File: src/bridge_ctrl_pm_pkg.sv
// constants for the bridge control upper half and power management capability header
// assumes one switch port per instance, configuration offsets given as byte addresses
package bridge_ctrl_pm_pkg;

    // register offsets (byte addresses, dword aligned)
    localparam logic [7:0]  BRIDGE_CTRL_OFF   = 8'h3C;
    localparam logic [7:0]  PM_CAP_OFF        = 8'h40;

    // bridge control bit positions within the 0x3C dword
    localparam int          VGA_EN_BIT        = 19;
    localparam int          VGA_16BIT_BIT     = 20;
    localparam int          MASTER_ABORT_BIT  = 21;
    localparam int          SEC_BUS_RESET_BIT = 22;
    localparam int          LEGACY_LO_BIT     = 23;
    localparam int          LEGACY_HI_BIT     = 27;
    localparam int          RSVD_LO_BIT       = 28;
    localparam int          BRIDGE_BYTE_LANE  = 2;

    // bridge control reset values
    localparam logic        VGA_EN_RST        = 1'b0;
    localparam logic        VGA_16BIT_RST     = 1'b0;
    localparam logic        SEC_BUS_RESET_RST = 1'b0;

    // power management capability field positions
    localparam int          PM_ID_LSB         = 0;
    localparam int          PM_NEXT_LSB       = 8;
    localparam int          PM_REV_LSB        = 16;
    localparam int          PM_CLOCK_BIT      = 19;
    localparam int          PM_RSVD_BIT       = 20;
    localparam int          PM_OVR_LSB        = 21;
    localparam int          PM_OVR_W          = 11;

    // power management constants and overridable defaults
    localparam logic [7:0]  PM_CAP_ID         = 8'h01;
    localparam logic [7:0]  PM_NEXT_PTR       = 8'h4C;
    localparam logic [2:0]  PM_REVISION       = 3'h3;
    localparam logic        PM_DSI_RST        = 1'b0;
    localparam logic [2:0]  PM_AUX_RST        = 3'h7;
    localparam logic        PM_D1_RST         = 1'b1;
    localparam logic        PM_D2_RST         = 1'b1;
    localparam logic [4:0]  PM_PME_RST        = 5'h1F;

    // vga decode windows
    localparam logic [31:0] VGA_MEM_LO        = 32'h000A_0000;
    localparam logic [31:0] VGA_MEM_HI        = 32'h000B_FFFF;
    localparam logic [9:0]  VGA_IO_A_LO       = 10'h3B0;
    localparam logic [9:0]  VGA_IO_A_HI       = 10'h3BB;
    localparam logic [9:0]  VGA_IO_B_LO       = 10'h3C0;
    localparam logic [9:0]  VGA_IO_B_HI       = 10'h3DF;

    // downstream port count of the switch
    localparam int          DN_PORTS          = 3;

    // msb first, so the packed struct drops straight onto pm bits 31:21
    typedef struct packed {
        logic [4:0]  pme;
        logic        d2;
        logic        d1;
        logic [2:0]  aux;
        logic        dsi;
    } pm_ovr_t;

    localparam pm_ovr_t     PM_OVR_RST        = '{pme: PM_PME_RST, d2: PM_D2_RST, d1: PM_D1_RST,
                                                  aux: PM_AUX_RST, dsi: PM_DSI_RST};

endpackage : bridge_ctrl_pm_pkg

File: src/vga_window_decode.sv
// vga address window decoder with registered forward / drop verdicts
// assumes requests are single-cycle strobes synchronous to clock
`timescale 1ns/10ps
module vga_window_decode
    import bridge_ctrl_pm_pkg::*;
(
    input  wire logic        clock,
    input  wire logic        resetn,
    input  wire logic        vga_en,
    input  wire logic        vga_16bit,
    input  wire logic        req_valid,
    input  wire logic        req_is_mem,
    input  wire logic        req_is_io,
    input  wire logic [31:0] req_addr,
    output logic             fwd_ff,
    output logic             drop_ff
);

    typedef struct packed {
        logic fwd;
        logic drop;
    } dec_state_t;

    dec_state_t st_ff;
    dec_state_t nxt_st;
    logic       mem_hit;
    logic       io_hit;
    logic       in_win;

    always_comb begin
        mem_hit = req_is_mem && (req_addr >= VGA_MEM_LO) && (req_addr <= VGA_MEM_HI);
        // 16-bit decode also demands address bits 15:10 clear; 10-bit lets aliases through
        io_hit  = req_is_io && (req_addr[31:16] == 16'h0000)
                  && (!vga_16bit || req_addr[15:10] == 6'h00)
                  && (((req_addr[9:0] >= VGA_IO_A_LO) && (req_addr[9:0] <= VGA_IO_A_HI))
                      || ((req_addr[9:0] >= VGA_IO_B_LO) && (req_addr[9:0] <= VGA_IO_B_HI)));
        in_win  = req_valid && (mem_hit || io_hit);
        nxt_st.fwd  = in_win && vga_en;
        nxt_st.drop = in_win && !vga_en;
    end

    always_ff @(posedge clock or negedge resetn) begin
        if (!resetn) begin
            st_ff <= '0;
        end else begin
            st_ff <= nxt_st;
        end
    end

    assign fwd_ff  = st_ff.fwd;
    assign drop_ff = st_ff.drop;

endmodule : vga_window_decode

File: src/bridge_ctrl_pm_cap_regs.sv
// bridge control upper half and power management capability header of one switch port
// assumes a single-cycle config access strobe, straps stable around reset release,
// and an smbus/eeprom loader that presents the overridable pm fields with a load strobe
`timescale 1ns/10ps
module bridge_ctrl_pm_cap_regs
    import bridge_ctrl_pm_pkg::*;
(
    input  wire logic                clock,
    input  wire logic                resetn,
    input  wire logic                strap_upstream,
    input  wire logic [1:0]          strap_dn_index,
    input  wire logic                cfg_wr_en,
    input  wire logic                cfg_rd_en,
    input  wire logic [7:0]          cfg_addr,
    input  wire logic [3:0]          cfg_be,
    input  wire logic [31:0]         cfg_wdata,
    input  wire logic                ovr_load,
    input  wire logic [PM_OVR_W-1:0] ovr_data,
    input  wire logic                req_valid,
    input  wire logic                req_is_mem,
    input  wire logic                req_is_io,
    input  wire logic [31:0]         req_addr,
    output logic [31:0]              cfg_rdata_ff,
    output logic                     cfg_ack_ff,
    output logic                     hot_reset_ff,
    output logic [DN_PORTS-1:0]      dn_port_rst_n_ff,
    output logic                     vga_fwd_ff,
    output logic                     vga_drop_ff
);

    typedef struct packed {
        logic                strap_taken;
        logic                is_upstream;
        logic [1:0]          dn_index;
        logic                vga_en;
        logic                vga_16bit;
        logic                sec_bus_reset;
        pm_ovr_t             pm_ovr;
        logic [31:0]         rdata;
        logic                ack;
        logic                hot_reset;
        logic [DN_PORTS-1:0] rst_n;
    } regs_state_t;

    regs_state_t st_ff;
    regs_state_t nxt_st;

    function automatic logic [31:0] bridge_word(input logic vga_en,
                                                input logic vga_16bit,
                                                input logic sbr);
        logic [31:0] w;
        w                    = 32'h0000_0000;
        w[VGA_EN_BIT]        = vga_en;
        w[VGA_16BIT_BIT]     = vga_16bit;
        w[SEC_BUS_RESET_BIT] = sbr;
        return w;
    endfunction : bridge_word

    function automatic logic [31:0] pm_word(input pm_ovr_t ovr);
        logic [31:0] w;
        w                                      = 32'h0000_0000;
        w[PM_ID_LSB +: 8]                      = PM_CAP_ID;
        w[PM_NEXT_LSB +: 8]                    = PM_NEXT_PTR;
        w[PM_REV_LSB +: 3]                     = PM_REVISION;
        w[PM_CLOCK_BIT]                        = 1'b0;
        w[PM_RSVD_BIT]                         = 1'b0;
        w[PM_OVR_LSB +: PM_OVR_W]              = ovr;
        return w;
    endfunction : pm_word

    logic        bridge_sel;
    logic        pm_sel;
    logic        bridge_wr;
    logic [31:0] cur_bridge;

    always_comb begin
        nxt_st     = st_ff;
        bridge_sel = (cfg_addr[7:2] == BRIDGE_CTRL_OFF[7:2]);
        pm_sel     = (cfg_addr[7:2] == PM_CAP_OFF[7:2]);
        bridge_wr  = cfg_wr_en && bridge_sel && cfg_be[BRIDGE_BYTE_LANE];
        cur_bridge = bridge_word(st_ff.vga_en, st_ff.vga_16bit, st_ff.sec_bus_reset);

        // straps are caught by the first clock after reset release, never by the reset itself
        if (!st_ff.strap_taken) begin
            nxt_st.strap_taken = 1'b1;
            nxt_st.is_upstream = strap_upstream;
            nxt_st.dn_index    = strap_dn_index;
        end

        // only byte lane 2 carries writable bits; legacy and reserved bits are not stored at all
        if (bridge_wr) begin
            nxt_st.vga_en        = cfg_wdata[VGA_EN_BIT];
            nxt_st.vga_16bit     = cfg_wdata[VGA_16BIT_BIT];
            nxt_st.sec_bus_reset = cfg_wdata[SEC_BUS_RESET_BIT];
        end

        // pm header is read-only to config software; only the loader may replace defaults
        if (ovr_load) begin
            nxt_st.pm_ovr = pm_ovr_t'(ovr_data);
        end

        nxt_st.ack = cfg_wr_en || cfg_rd_en;
        if (cfg_rd_en && bridge_sel) begin
            nxt_st.rdata = cur_bridge;
        end else if (cfg_rd_en && pm_sel) begin
            nxt_st.rdata = pm_word(st_ff.pm_ovr);
        end else begin
            nxt_st.rdata = 32'h0000_0000;
        end

        nxt_st.hot_reset = st_ff.sec_bus_reset;

        // reset outputs follow the stored bit, so they stay asserted until software clears it
        nxt_st.rst_n = {DN_PORTS{1'b1}};
        if (st_ff.sec_bus_reset && st_ff.strap_taken) begin
            if (st_ff.is_upstream) begin
                nxt_st.rst_n = {DN_PORTS{1'b0}};
            end else if (32'(st_ff.dn_index) < DN_PORTS) begin
                nxt_st.rst_n[st_ff.dn_index] = 1'b0;
            end
        end
    end

    always_ff @(posedge clock or negedge resetn) begin
        if (!resetn) begin
            st_ff.strap_taken   <= 1'b0;
            st_ff.is_upstream   <= 1'b0;
            st_ff.dn_index      <= 2'h0;
            st_ff.vga_en        <= VGA_EN_RST;
            st_ff.vga_16bit     <= VGA_16BIT_RST;
            st_ff.sec_bus_reset <= SEC_BUS_RESET_RST;
            st_ff.pm_ovr        <= PM_OVR_RST;
            st_ff.rdata         <= 32'h0000_0000;
            st_ff.ack           <= 1'b0;
            st_ff.hot_reset     <= 1'b0;
            st_ff.rst_n         <= {DN_PORTS{1'b1}};
        end else begin
            st_ff <= nxt_st;
        end
    end

    vga_window_decode vga_window_decode_i (
        .clock      (clock),
        .resetn     (resetn),
        .vga_en     (st_ff.vga_en),
        .vga_16bit  (st_ff.vga_16bit),
        .req_valid  (req_valid),
        .req_is_mem (req_is_mem),
        .req_is_io  (req_is_io),
        .req_addr   (req_addr),
        .fwd_ff     (vga_fwd_ff),
        .drop_ff    (vga_drop_ff)
    );

    assign cfg_rdata_ff     = st_ff.rdata;
    assign cfg_ack_ff       = st_ff.ack;
    assign hot_reset_ff     = st_ff.hot_reset;
    assign dn_port_rst_n_ff = st_ff.rst_n;

endmodule : bridge_ctrl_pm_cap_regs

File: config.mk
export PLATFORM = sky130hd
export DESIGN_NAME = bridge_ctrl_pm_cap_regs
export DESIGN_NICKNAME = d
export VERILOG_FILES = /design/src/bridge_ctrl_pm_pkg.sv /design/src/vga_window_decode.sv /design/src/bridge_ctrl_pm_cap_regs.sv
export SDC_FILE = /design/constraint.sdc
export NUM_CORES = 1
export LEC_CHECK = 0
export BUFFER_PORTS_ARGS = -buffer_cell sky130_fd_sc_hd__buf_4
export CORE_MARGIN = 10
export CORE_UTILIZATION = 35
export CTS_CLUSTER_SIZE = 14
export DETAILED_ROUTE_END_ITERATION = 10
export GPL_TIMING_DRIVEN = 0
export PLACE_DENSITY = 0.78
export SKIP_CTS_REPAIR_TIMING = 1
export SYNTH_ARGS = -nofsm -noshare
export SYNTH_HDL_FRONTEND = slang
export SYNTH_SLANG_ARGS = --single-unit
File: constraint.sdc
create_clock -name clock -period 0.8 [get_ports clock]
set_input_delay 0.12 -clock clock [delete_from_list [all_inputs] [get_ports clock]]
set_output_delay 0.12 -clock clock [all_outputs]
set_load 0.005 [all_outputs]
# Yosys cells after proc, flatten, opt, wreduce, memory -nomap -nowiden

Cells that the tools add are included.

Add/sub/neg operators: 0
Multipliers: 0
Divide/modulo/power cells: 0
Magnitude comparators: 9
Equality and inequality tests: 2
Shift-type cells: 0
Mux-type cells: 7
Bitwise logic cells: 1
Reduce and logical (&&, ||, !) cells: 24

Operators with widths:

| operator                                              | number |
|---|---|
| two-way mux 32 bit                                    | 2 |
| >= comparator 32 x 20 -> 1 bit, second input constant | 1 |
| <= comparator 32 x 20 -> 1 bit, second input constant | 1 |
| >= comparator 10 bit, second input constant           | 2 |
| <= comparator 10 bit, second input constant           | 2 |
| logical AND 1 bit                                     | 16 |
| logical NOT 16 bit                                    | 1 |
| two-way mux 3 bit                                     | 3 |
| equality test 6 x 4 -> 1 bit, second input constant   | 1 |
| equality test 6 x 5 -> 1 bit, second input constant   | 1 |
| logical NOT 6 bit                                     | 1 |
| logical OR 1 bit                                      | 4 |
| < comparator 2 x 3 -> 1 bit, second input constant    | 1 |
| inverter 3 bit                                        | 1 |
| demux 1 bit (select 2 bit)                            | 1 |
| >= comparator 2 x 1 -> 1 bit, second input constant   | 1 |
| logical NOT 1 bit                                     | 2 |
| < comparator 2 bit, second input constant             | 1 |
| two-way mux 1 bit                                     | 1 |

Bits in registers: 57
Latch bits: 0
Memory bits (writable): 0
Bits in read-only memories: 0
Output and inout port bits: 39
Memories: 0

# Longest topological paths before layout

Gate-level depths: netlist of the first run.

Depth after elaboration: 8
Gate-level depth with buffers: 4
Depth with buffers taken out: 4

# Cells and area by module

From an unflattened synthesis of the first run, not the netlist that was laid out.

Cell total of the unflattened synthesis: 141
Area total of the unflattened synthesis: 1799.2 um2

By module, submodules not included:

| module                  | times used | cells each | area an instance (um2) | sequential area each (um2) |
|---|---|---|---|---|
| bridge_ctrl_pm_cap_regs | 1          | 121        | 1615.3                 | 942.2 |
| vga_window_decode       | 1          | 20         | 183.9                  | 50.0 |

# Worst setup path after synthesis of the first run

OpenSTA, ideal clock, no wires.

Path type: in2reg
Start point: input port req_addr[10]
End point: register vga_window_decode_i.st_ff (netlist bit vga_window_decode_i.drop_ff)
Library setup time: 0.077 ns
Arrival time: 1.097 ns
Setup slack: -0.374 ns
Cell stages on the path: 4
Buffers on the path: 0
Path through: or4_4 > o31ai_2 > o2111ai_1 > a21oi_1

RTL lines:

| what                   | RTL line                      | source |
|---|---|---|
| start: declaration     | bridge_ctrl_pm_cap_regs.sv:22 | `input wire logic [31:0] req_addr,` |
| end signal: assignment | vga_window_decode.sv:46       | `st_ff <= nxt_st;` |
| end: declaration       | vga_window_decode.sv:24       | `dec_state_t st_ff;` |

==> results of run 1 <==
stage by stage:
step                util [%]  cells  power, µW  hold WS, ps
floorplan                  -    151       2410         -176
global placement        53.7    305       2730          112
detailed placement      53.7    305       2750          116
CTS                     56.2    313       4430         -197
global route            57.8    300       4650         -180
finish                  57.8    300       4430         -214
kinds of logic (layout without fill, tap and decap cells):
logic type / after synthesis / count (layout)
buffers and inverters: 37 / 119
DFF: 39 / 39
AOI/OAI and AO/OA: 10 / 10
other: 2 / 14
and+or+nand+nor: 34 / 34
muxes: 17 / 17
routing by layer:
layer / part of all wire (%) / up-vias / routed length [µm] / GRT usage (%)
met3: 11 / 8 / 478 / 5.24
met2: 54 / 52 / 2350 / 17.8
met4: 1.2 / 0 / 53 / 3.18
met5: 0 / - / 0 / 0
li1: - / 613 / - / -
met1: 34 / 591 / 1500 / 10.4
cell type report:
class / count / area, µm² / share of cell area [%]
buffer: 21 / 163 / 5.88
tap: 67 / 83.8 / 3.03
clock inverter: 2 / 35.0 / 1.27
timing repair buffer: 90 / 781 / 28.2
multi-input combinational: 75 / 628 / 22.7
sequential: 39 / 995 / 35.9
clock buffer: 6 / 82.6 / 2.98
final timing paths:
| path | slack (ps) | from | endpoint | depth (start not counted) |
|---|---|---|---|---|
| worst min register to register | 470 | cur_bridge[22] | hot_reset_ff | 0 |
| worst min-delay path | -210 | resetn | cfg_rdata_ff[30] | 1 |
| worst max-delay path | -310 | cfg_rdata_ff[17] | cfg_rdata_ff[0] | 2 |
| max in group asynchronous | 650 | resetn | st_ff[54] | 1 |
| min in group clock | 40 | cfg_wr_en | cfg_ack_ff | 2 |
| worst max register to register | -160 | cur_bridge[20] | vga_window_decode_i.drop_ff | 3 |
flip-flops by register name, indices dropped and copies added, names as in the netlist:
name	cells
dn_port_rst_n_ff	3
vga_window_decode_i.drop_ff	1
cfg_rdata_ff	14
vga_window_decode_i.fwd_ff	1
hot_reset_ff	1
cfg_ack_ff	1
st_ff	15
cur_bridge	3
power by group through the flow:
stage	clock network, µW	logic (µW)	registers, µW
after floorplan	0	223	2190
after global placement	0	527	2200
after detailed placement	0	542	2210
after CTS	1710	544	2170
after global routing	1820	638	2190
final	1680	578	2180
critical path, stage by stage (launching register included):
cell,delay (ps)
dfrtp_2,440
buf_4,140
buf_4,120
cell usage after synthesis (3+ instances only):
| cell type | n | area [µm²] |
|---|---|---|
| nor2b_1 | 3 | 18.8 |
| mux2_2 | 14 | 158 |
| buf_4 | 35 | 263 |
| and2_1 | 11 | 68.8 |
| o21ai_0 | 3 | 15.0 |
| mux2_1 | 3 | 33.8 |
| dfrtp_1 | 26 | 651 |
| nand4_1 | 3 | 18.8 |
| and3_1 | 3 | 18.8 |
| a21oi_1 | 3 | 15.0 |
| dfstp_2 | 13 | 342 |
==> results_tabular.tex, run 1 <==
\begin{tabular}{lr}
\hline
Metric & Value \\
\hline
\multicolumn{2}{l}{\textbf{Synth}} \\
Synth warn & 0 \\
Share of cell area taken by muxes after synthesis & 10.9\% \\
Simple logic cell fraction of the synthesized area & 12.5\% \\
Number of synthesized flops with an enable pin & 0 \\
Post-synth top flop & dfrtp\_1 \\
Async S/R FF share, synth & 100\% \\
Mean instance size in the synthesized netlist & 12.6 µm² \\
Synthesized-area fraction occupied by adder cells & 0\% \\
Post-Synthesis Cells & 139 \\
Combinational family with the most area after synthesis & buffers and inverters \\
Compound-cell area share of the yosys netlist & 4.07\% \\
Post-synth cell types & 27 \\
Number of register bits inferred by synthesis & 39 \\
Sequential-to-total area share from yosys stat & 56.6\% \\
Cell Area, Synth & 1750 µm² \\
Area share of xor/xnor cells in the synthesized design & 0\% \\
\multicolumn{2}{l}{\textbf{Detailed routing}} \\
Number of DRC markers after the initial detailed-route iteration & 38 \\
Detail Route Antenna Nets & 0 \\
Routed wire per std cell & 14.6 µm \\
Detailed-route via count & 1,264 \\
Final routed wirelength across all metal layers & 4.38 mm \\
Drc violations & 0 \\
Detailed-route vias per instance & 4.21 \\
First-pass iteration count of the detailed router & 3 \\
\multicolumn{2}{l}{\textbf{Critical path}} \\
Category of the worst setup path launch point & register \\
Type of the worst setup path & reg2out \\
Critical Path Sink Type & output port \\
Maximum fanout along the worst path & 6 \\
Arrival time of data at the critical path endpoint & 990 ps \\
Required arrival time at the worst endpoint & 680 ps \\
\multicolumn{2}{l}{\textbf{Timing}} \\
Hold Fails Final Rpt & 26 \\
Setup tns final & -5030 ps \\
Final cycle utilization of the critical path & 138\% \\
Setup repair after global routing missed its margin & yes \\
Final setup violation count & 38 \\
Max Fclk & 904 MHz \\
Minimum period implied by the final worst setup slack & 1110 ps \\
Fin Hold WS & -214 ps \\
Final-report max-slew violation count & 0 \\
Setup slack after layout & -306 ps \\
Clock skew & 5.48 ps \\
\multicolumn{2}{l}{\textbf{Die}} \\
Die area & 8230 µm² \\
Number of primary I/O pins & 137 \\
Core area & 4790 µm² \\
Starting density of the core & 36.6\% \\
Height of the chip & 90.7 µm \\
Floorplan row count & 25 \\
Width of the die & 90.7 µm \\
\multicolumn{2}{l}{\textbf{Placed design}} \\
Placement-stage worst setup slack & -605 ps \\
Port buffer count & 87 \\
Gp weighted congestion & 0.713 \\
Cell area after placement & 2570 µm² \\
\multicolumn{2}{l}{\textbf{Layout}} \\
Most common cell after layout, fill and taps aside & buf\_4 \\
Area delta synth->final & 58.0\% \\
\# nets final & 330 \\
Antenna cell count & 0 \\
Final-layout fill cell count & 419 \\
Commonest non-fill, non-tap cells in the layout & buf\_4 (81), buf\_6 (28), dfrtp\_1 (24) \\
Share of final-layout standard cells stronger than drive strength 1 & 70.4\% \\
Final design area excluding fillers & 2770 µm² \\
\multicolumn{2}{l}{\textbf{Worst hold path}} \\
Type of the worst min-delay path & in2async \\
\multicolumn{2}{l}{\textbf{Clocking}} \\
Buffer depth of the longest clock path & 2 \\
Cts bufs inserted & 5 \\
H-tree Lvls & 2 \\
Num Clock Sinks & 39 \\
Root Driver & clkbuf\_8 \\
TritonCTS clock tree & done \\
Clk\_lat worst skew & 280 ps \\
Clock-pin slew on the worst setup and hold paths & 80 ps \\
\multicolumn{2}{l}{\textbf{Pwr}} \\
Switching power as a share of total power & 20.7\% \\
Power per Cell Area & 1600 nW/µm² \\
Switching Power & 917 µW \\
Part of the power in registers & 49.1\% \\
Internal power summed over all cells & 3520 µW \\
Relative contribution of combinational cells to total power & 13.0\% \\
Highest ir drop seen on vdd & 1.13 mV \\
Standby leakage power & 0.00136 µW \\
Clk pwr share & 37.8\% \\
\multicolumn{2}{l}{\textbf{Run status}} \\
Violations in the final reports & hold timing, setup timing \\
Status & complete, but fails checks \\
\multicolumn{2}{l}{\textbf{GRT}} \\
Pin count of the biggest net entering global routing & 40 \\
Vias in the first global route & 1,428 \\
First-pass GRT wire length & 6.89 mm \\
Remaining global-route overflow & 0 \\
GR Util All Layers & 10.2\% \\
Initial antenna violation count & 0 \\
\multicolumn{2}{l}{\textbf{Run}} \\
Max-capacitance violation count & 0 \\
\hline
\end{tabular}
No activity file was read; power rests on OpenSTA's default activity.
==> inputs of run 2 (changes only) <==
--- a/config.mk
+++ b/config.mk
@@ -7,11 +7,11 @@
 export LEC_CHECK = 0
 export BUFFER_PORTS_ARGS = -buffer_cell sky130_fd_sc_hd__buf_4
 export CORE_MARGIN = 10
-export CORE_UTILIZATION = 35
+export CORE_UTILIZATION = 39
 export CTS_CLUSTER_SIZE = 14
 export DETAILED_ROUTE_END_ITERATION = 10
 export GPL_TIMING_DRIVEN = 0
-export PLACE_DENSITY = 0.78
+export PLACE_DENSITY = 0.82
 export SKIP_CTS_REPAIR_TIMING = 1
 export SYNTH_ARGS = -nofsm -noshare
 export SYNTH_HDL_FRONTEND = slang
==> constraint.sdc (replaced) <==
create_clock -name clock -period 1.11 [get_ports clock]
set_input_delay 0.1665 -clock clock [delete_from_list [all_inputs] [get_ports clock]]
set_output_delay 0.1665 -clock clock [all_outputs]
set_load 0.005 [all_outputs]
==> results_tabular.tex, run 2 (synthesis gave the netlist of run 1 again) <==
\begin{tabular}{lr}
\hline
Metric & Value \\
\hline
\multicolumn{2}{l}{\textbf{Run status}} \\
Status & complete, but fails checks \\
Violations in the final reports & setup timing \\
\multicolumn{2}{l}{\textbf{Die}} \\
Floorplan row count & 24 (-4.0\%) \\
Number of primary I/O pins & 137 (unchanged) \\
Core area & 4350 µm² (-9.0\%) \\
Width of the die & 87.0 µm (-4.1\%) \\
Starting density of the core & 40.2\% (+3.6 points) \\
Height of the chip & 87.0 µm (-4.1\%) \\
Die area & 7570 µm² (-8.0\%) \\
\multicolumn{2}{l}{\textbf{Clocking}} \\
Cts bufs inserted & 5 (unchanged) \\
Clock-pin slew on the worst setup and hold paths & 70 ps (about the same) \\
Root Driver & clkbuf\_8 \\
Buffer depth of the longest clock path & 2 (unchanged) \\
Clk\_lat worst skew & 270 ps (about the same) \\
TritonCTS clock tree & done \\
H-tree Lvls & 2 (unchanged) \\
Num Clock Sinks & 39 (unchanged) \\
\multicolumn{2}{l}{\textbf{Detailed routing}} \\
Drc violations & 0 (unchanged) \\
Routed wire per std cell & 13.9 µm (-4.7\%) \\
Final routed wirelength across all metal layers & 4.12 mm (-6.0\%) \\
First-pass iteration count of the detailed router & 2 (-1) \\
Number of DRC markers after the initial detailed-route iteration & 37 (-2.6\%) \\
Detailed-route vias per instance & 4.25 (+0.95\%) \\
Detailed-route via count & 1,259 (-0.40\%) \\
Detail Route Antenna Nets & 0 (unchanged) \\
\multicolumn{2}{l}{\textbf{GRT}} \\
Initial antenna violation count & 0 (unchanged) \\
GR Util All Layers & 10.3\% (+0.024 points) \\
Pin count of the biggest net entering global routing & 40 (unchanged) \\
Remaining global-route overflow & 0 (unchanged) \\
Vias in the first global route & 1,383 (-3.2\%) \\
First-pass GRT wire length & 6.24 mm (-9.5\%) \\
\multicolumn{2}{l}{\textbf{Layout}} \\
Final-layout fill cell count & 347 (-17\%) \\
Final design area excluding fillers & 2680 µm² (-3.3\%) \\
Area delta synth->final & 52.8\% \\
Count of placed standard cells in the final layout, fillers left out & 296 (-1.3\%) \\
Multi-input combinational cell area & 561 µm² (-11\%) \\
Number of flip-flops under the largest register name & 15 (unchanged) \\
\# nets final & 341 (+3.3\%) \\
Antenna cell count & 0 (unchanged) \\
Top register by number of flip-flops & st\_ff \\
Share of final-layout standard cells stronger than drive strength 1 & 65.6\% (-4.8 points) \\
Register Area & 993 µm² (-0.13\%) \\
Commonest non-fill, non-tap cells in the layout & buf\_4 (102), dfrtp\_1 (25), buf\_6 (17) \\
Most common cell after layout, fill and taps aside & buf\_4 \\
\multicolumn{2}{l}{\textbf{Placed design}} \\
Port buffer count & 87 (unchanged) \\
Gp weighted congestion & 0.676 (-5.1\%) \\
Total half-perimeter wirelength after legalization and detailed placement & 3.43 mm \\
Placed cell count & 290 (-4.9\%) \\
Placement-stage worst setup slack & -335 ps (+271 ps) \\
Cell area after placement & 2520 µm² (-2.0\%) \\
\multicolumn{2}{l}{\textbf{Timing}} \\
Final cycle utilization of the critical path & 103\% \\
Minimum period implied by the final worst setup slack & 1150 ps \\
Clock skew & 4.08 ps (-1.40 ps) \\
Final-report max-slew violation count & 0 (unchanged) \\
Setup repair after global routing missed its margin & yes \\
Final setup violation count & 7 (-82\%) \\
Max Fclk & 871 MHz \\
Setup slack after layout & -37.8 ps (+268 ps) \\
Headroom to the max-slew limit & 61.0\% \\
Setup tns final & -226 ps (+4810 ps) \\
Hold Fails Final Rpt & 0 (-100\%) \\
Transition at the pin with the smallest max-transition slack & 585 ps \\
\multicolumn{2}{l}{\textbf{Critical path}} \\
Required arrival time at the worst endpoint & 940 ps (+260 ps) \\
Cell type of the slowest stage on the worst timing path & dfrtp\_2 \\
Category of the worst setup path launch point & register \\
Crit-path cells & buf\_6 -> buf\_6 \\
Cell type group with the largest total delay on the critical path & flip-flops \\
Arrival time of data at the critical path endpoint & 980 ps (about the same) \\
Maximum fanout along the worst path & 6 (unchanged) \\
Critical Path Sink Type & output port \\
Critical path buffers and inverters & 2 (unchanged) \\
Slowest cell delay on critical path & 470 ps (+30 ps) \\
Most repeated library cell on the critical path & buf\_6 \\
Type of the worst setup path & reg2out \\
\multicolumn{2}{l}{\textbf{Pwr}} \\
Standby leakage power & 0.00136 µW (+0.24\%) \\
Power per Cell Area & 1050 nW/µm² (-34\%) \\
Highest ir drop seen on vdd & 0.621 mV (-45\%) \\
Total power consumption of the routed design & 2820 µW (-36\%) \\
\multicolumn{2}{l}{\textbf{Run}} \\
Max-capacitance violation count & 0 (unchanged) \\
\multicolumn{2}{l}{\textbf{Worst hold path}} \\
Type of the worst min-delay path & in2reg \\
\hline
\end{tabular}
[run 2: cell count changes in the layout (fill, tap and decap cells not counted), sizes merged]
| cell | delta |
|---|---|
| bufinv | -1 |
| buf | +9 |
| clkbuf | +2 |
| dlygate4sd3 | +1 |
[run 2: path summary, 6_finish.rpt]
kind	start	endpoint	slack [ps]	cells after the start
setup / recovery	cfg_rdata_ff[17]	cfg_rdata_ff[17]	-40	2
hold / removal	cfg_wr_en	cfg_ack_ff	100	2
setup reg to reg	cur_bridge[20]	vga_window_decode_i.fwd_ff	250	3
hold reg to reg	cur_bridge[22]	hot_reset_ff	470	0
max in group asynchronous	resetn	st_ff[38]	370	2
min in group asynchronous	resetn	cfg_rdata_ff[30]	390	2
[run 2: routing by layer]
| layer | share of wire, % | global-route usage (%) | vias up |
|---|---|---|---|
| met5 | 0 | 0 | - |
| met4 | 0.39 | 3.09 | 0 |
| met3 | 12 | 5.81 | 2 |
| met2 | 57 | 19.3 | 50 |
| met1 | 30 | 8.86 | 573 |
| li1 | - | - | 634 |
[run 2: layout make-up]
type,instances,share of cell area (%)
Sequential cell,39,37.1
Timing Repair Buffer,88,26.3
Multi-Input combinational cell,75,20.9
Buffer,34,10.1
Clock buffer,7,2.85
Tap cell,52,2.43
Clock inverter,1,0.187
[run 2: power breakdown]
| group | switching, µW | leakage (µW) | internal, µW | total, µW |
|---|---|---|---|---|
| clock | 430 | 0.0000422 | 440 | 870 |
| combinational | 127 | 0.000838 | 259 | 386 |
| sequential | 40.9 | 0.000482 | 1520 | 1560 |
| total | 598 | 0.00136 | 2220 | 2820 |
[run 2: through the flow]
stage	util, %	hold WS, ps
after CTS	59.7	-147
after detailed placement	57.9	156
after global routing	61.5	101
final	61.5	101
after global placement	57.9	156
after floorplan	-	-129
[run 2: worst register-to-register path, delay by kind of cell (launching register included)]
family             cells  cell delay, ps
AOI/OAI and AO/OA      3             380
DFF                    1             420
==> inputs of run 3 (changes only) <==
--- a/config.mk
+++ b/config.mk
@@ -7,12 +7,14 @@
 export LEC_CHECK = 0
 export BUFFER_PORTS_ARGS = -buffer_cell sky130_fd_sc_hd__buf_4
 export CORE_MARGIN = 10
-export CORE_UTILIZATION = 39
+export CORE_UTILIZATION = 40
 export CTS_CLUSTER_SIZE = 14
 export DETAILED_ROUTE_END_ITERATION = 10
 export GPL_TIMING_DRIVEN = 0
-export PLACE_DENSITY = 0.82
+export PLACE_DENSITY = 0.83
+export RECOVER_POWER = 100
 export SKIP_CTS_REPAIR_TIMING = 1
 export SYNTH_ARGS = -nofsm -noshare
 export SYNTH_HDL_FRONTEND = slang
+export SYNTH_HIERARCHICAL = 1
 export SYNTH_SLANG_ARGS = --single-unit
==> results_tabular.tex, run 3 <==
\begin{tabular}{lr}
\hline
Metric & Value \\
\hline
\multicolumn{2}{l}{\textbf{Detailed routing}} \\
Detailed-route via count & 1,280 (+1.7\%) \\
Number of DRC markers after the initial detailed-route iteration & 44 (+19\%) \\
Drc violations & 0 (unchanged) \\
Detail Route Antenna Nets & 0 (unchanged) \\
Routed wire per std cell & 14.1 µm (+1.2\%) \\
First-pass iteration count of the detailed router & 2 (unchanged) \\
Detailed-route vias per instance & 4.32 (+1.7\%) \\
Final routed wirelength across all metal layers & 4.17 mm (+1.2\%) \\
\multicolumn{2}{l}{\textbf{Pwr}} \\
Part of the power in registers & 49.8\% (-5.7 points) \\
Standby leakage power & 0.00134 µW (-1.3\%) \\
Power per Cell Area & 1180 nW/µm² (+12\%) \\
Clk pwr share & 38.0\% (+7.1 points) \\
Relative contribution of combinational cells to total power & 12.2\% (-1.5 points) \\
Switching power as a share of total power & 20.1\% (-1.1 points) \\
Highest ir drop seen on vdd & 0.723 mV (+17\%) \\
Internal power summed over all cells & 2510 µW (+13\%) \\
Switching Power & 630 µW (+5.4\%) \\
\multicolumn{2}{l}{\textbf{Synth}} \\
Cell type with the largest total area after synthesis & dfrtp\_1 \\
Cell Area, Synth & 1800 µm² (+2.7\%) \\
Sequential-to-total area share from yosys stat & 55.1\% (-1.5 points) \\
Post-synth top flop & dfrtp\_1 \\
Fraction of post-synthesis cell area in the top cell type by area & 36.2\% (-0.98 points) \\
Post-Synthesis Cells & 141 (+1.4\%) \\
Most frequent cell after synthesis & buf\_4 \\
Top post-synthesis cells by area & dfrtp\_1 (36\%), dfstp\_2 (19\%), buf\_4 (15\%) \\
Mean instance size in the synthesized netlist & 12.8 µm² (+1.3\%) \\
Number of synthesized flops with an enable pin & 0 (unchanged) \\
Synth warn & 6 (+6) \\
Async S/R FF share, synth & 100\% (unchanged) \\
Number of register bits inferred by synthesis & 39 (unchanged) \\
Post-synth cell types & 30 (+11\%) \\
Commonest cells in the synthesized netlist & buf\_4 (35), dfrtp\_1 (26), mux2\_2 (17) \\
\multicolumn{2}{l}{\textbf{Timing}} \\
Hold Fails Final Rpt & 0 (unchanged) \\
Max Fclk & 869 MHz (-0.28\%) \\
Setup repair after global routing missed its margin & yes \\
Headroom to the max-slew limit & 64.9\% (+3.8 points) \\
Setup slack after layout & -41.0 ps (-3.18 ps) \\
Clock skew & 4.86 ps (+0.777 ps) \\
Minimum period implied by the final worst setup slack & 1150 ps (+3.18 ps) \\
Final setup violation count & 7 (unchanged) \\
Final-report max-slew violation count & 0 (unchanged) \\
Transition at the pin with the smallest max-transition slack & 520 ps (-64.9 ps) \\
Final cycle utilization of the critical path & 104\% (+0.29 points) \\
\multicolumn{2}{l}{\textbf{Layout}} \\
Core Util, Final & 60.9\% (-0.55 points) \\
Final-layout fill cell count & 377 (+8.6\%) \\
Register Area & 993 µm² (unchanged) \\
Count of placed standard cells in the final layout, fillers left out & 296 (unchanged) \\
Number of flip-flops under the largest register name & 15 (unchanged) \\
\# nets final & 341 (unchanged) \\
Commonest non-fill, non-tap cells in the layout & buf\_4 (99), dfrtp\_1 (25), mux2\_2 (17) \\
Area delta synth->final & 47.4\% \\
Multi-input combinational cell area & 568 µm² (+1.3\%) \\
Most common cell after layout, fill and taps aside & buf\_4 \\
Share of final-layout standard cells stronger than drive strength 1 & 66.8\% (+1.2 points) \\
Top register by number of flip-flops & st\_ff \\
Antenna cell count & 0 (unchanged) \\
\multicolumn{2}{l}{\textbf{Critical path}} \\
Type of the worst setup path & reg2out \\
Critical Path Sink Type & output port \\
Category of the worst setup path launch point & register \\
Maximum fanout along the worst path & 6 (unchanged) \\
Arrival time of data at the critical path endpoint & 980 ps (about the same) \\
Required arrival time at the worst endpoint & 940 ps (about the same) \\
\multicolumn{2}{l}{\textbf{Die}} \\
Number of primary I/O pins & 137 (unchanged) \\
Die area & 7580 µm² (+0.10\%) \\
Starting density of the core & 41.3\% (+1.1 points) \\
Width of the die & 87.1 µm (about the same) \\
Core area & 4350 µm² (unchanged) \\
Height of the chip & 87.1 µm (about the same) \\
Floorplan row count & 24 (unchanged) \\
\multicolumn{2}{l}{\textbf{GRT}} \\
Pin count of the biggest net entering global routing & 40 (unchanged) \\
GR Util All Layers & 11.2\% (+0.97 points) \\
Layer with the highest usage & met2 \\
Met1 Track Usage GR & 10.1\% (+1.3 points) \\
GR Util met3 & 8.71\% (+2.9 points) \\
First-pass GRT wire length & 6.70 mm (+7.4\%) \\
Initial antenna violation count & 0 (unchanged) \\
Vias in the first global route & 1,473 (+6.5\%) \\
Met2 Resource Use GR & 18.9\% (-0.40 points) \\
Remaining global-route overflow & 0 (unchanged) \\
\multicolumn{2}{l}{\textbf{Clocking}} \\
Buffer depth of the longest clock path & 2 (unchanged) \\
Root Driver & clkbuf\_8 \\
Clock-pin slew on the worst setup and hold paths & 70 ps (about the same) \\
Cts bufs inserted & 5 (unchanged) \\
Clk\_lat worst skew & 290 ps (+20 ps) \\
TritonCTS clock tree & done \\
Num Clock Sinks & 39 (unchanged) \\
H-tree Lvls & 2 (unchanged) \\
\multicolumn{2}{l}{\textbf{Worst hold path}} \\
Type of the worst min-delay path & in2reg \\
\multicolumn{2}{l}{\textbf{Run status}} \\
Status & complete, but fails checks \\
Violations in the final reports & setup timing \\
\multicolumn{2}{l}{\textbf{Placed design}} \\
Gp weighted congestion & 0.671 (-0.70\%) \\
Placed cell count & 292 (+0.69\%) \\
Port buffer count & 87 (unchanged) \\
Total half-perimeter wirelength after legalization and detailed placement & 3.56 mm (+3.9\%) \\
\multicolumn{2}{l}{\textbf{Run}} \\
Max-capacitance violation count & 0 (unchanged) \\
\hline
\end{tabular}
-- run 3: final timing paths --
check / slack, ps / cells after the start / endpoint / startpoint
min in group asynchronous: 410 / 2 / cfg_rdata_ff[26] / resetn
max in group asynchronous: 320 / 2 / dn_port_rst_n_ff[2] / resetn
min: 80 / 2 / cfg_ack_ff / cfg_wr_en
max: -40 / 2 / cfg_rdata_ff[14] / cfg_rdata_ff[17]
min reg2reg: 450 / 0 / hot_reset_ff / cur_bridge[22]
max reg2reg: 220 / 3 / vga_window_decode_i/drop_ff / cur_bridge[20]
-- run 3: critical path: stages (launching register included) --
cell and delay, ps:
dfrtp_2 440, buf_4 140, buf_4 130
-- run 3: per-stage QoR --
step	TNS, ps	area (µm²)	setup slack (ps)	power (µW)	hold WS (ps)
final	-251	2650	-41.0	3140	80.8
after global routing	-880	2650	-104	3310	74.3
after CTS	-532	2680	-64.7	3190	-155
after detailed placement	-1830	2560	-274	1980	164
after global placement	-1710	2560	-274	1960	159
after floorplan	-171	1840	-109	1740	-129
-- run 3: layer usage --
layer  part of all wire (%)  vias to the layer above  wire (µm)
met5                      0                        -          0
met4                   0.84                        0         35
met3                     16                        4        657
met2                     49                       71       2050
met1                     34                      572       1420
li1                       -                      633          -
-- run 3: cell families (layout without fill, tap and decap cells) --
family | count (synthesis) | count (layout) | synth area share (%)
flops | 39 | 39 | 55.1
simple gates | 38 | 38 | 15.7
buf+inv | 38 | 129 | 15.4
mux | 17 | 17 | 10.6
compound gates | 7 | 7 | 2.71
other cells | 2 | 14 | 0.417
-- run 3: layout make-up --
class / instances / share of cell area (%)
Clock inverter: 2 / 1.32
Sequential cell: 39 / 37.5
Clock buffer: 6 / 3.11
Buffer: 32 / 8.82
Inverter: 1 / 0.142
Timing Repair Buffer: 88 / 25.3
Multi-Input combinational cell: 76 / 21.4
Tap cell: 52 / 2.45
-- run 3: power groups by stage --
stage	registers (µW)	clock network, µW	logic [µW]
final	1560	1190	383
after global routing	1570	1310	427
after CTS	1560	1230	392
after detailed placement	1590	0	392
after global placement	1590	0	379
after floorplan	1580	0	161
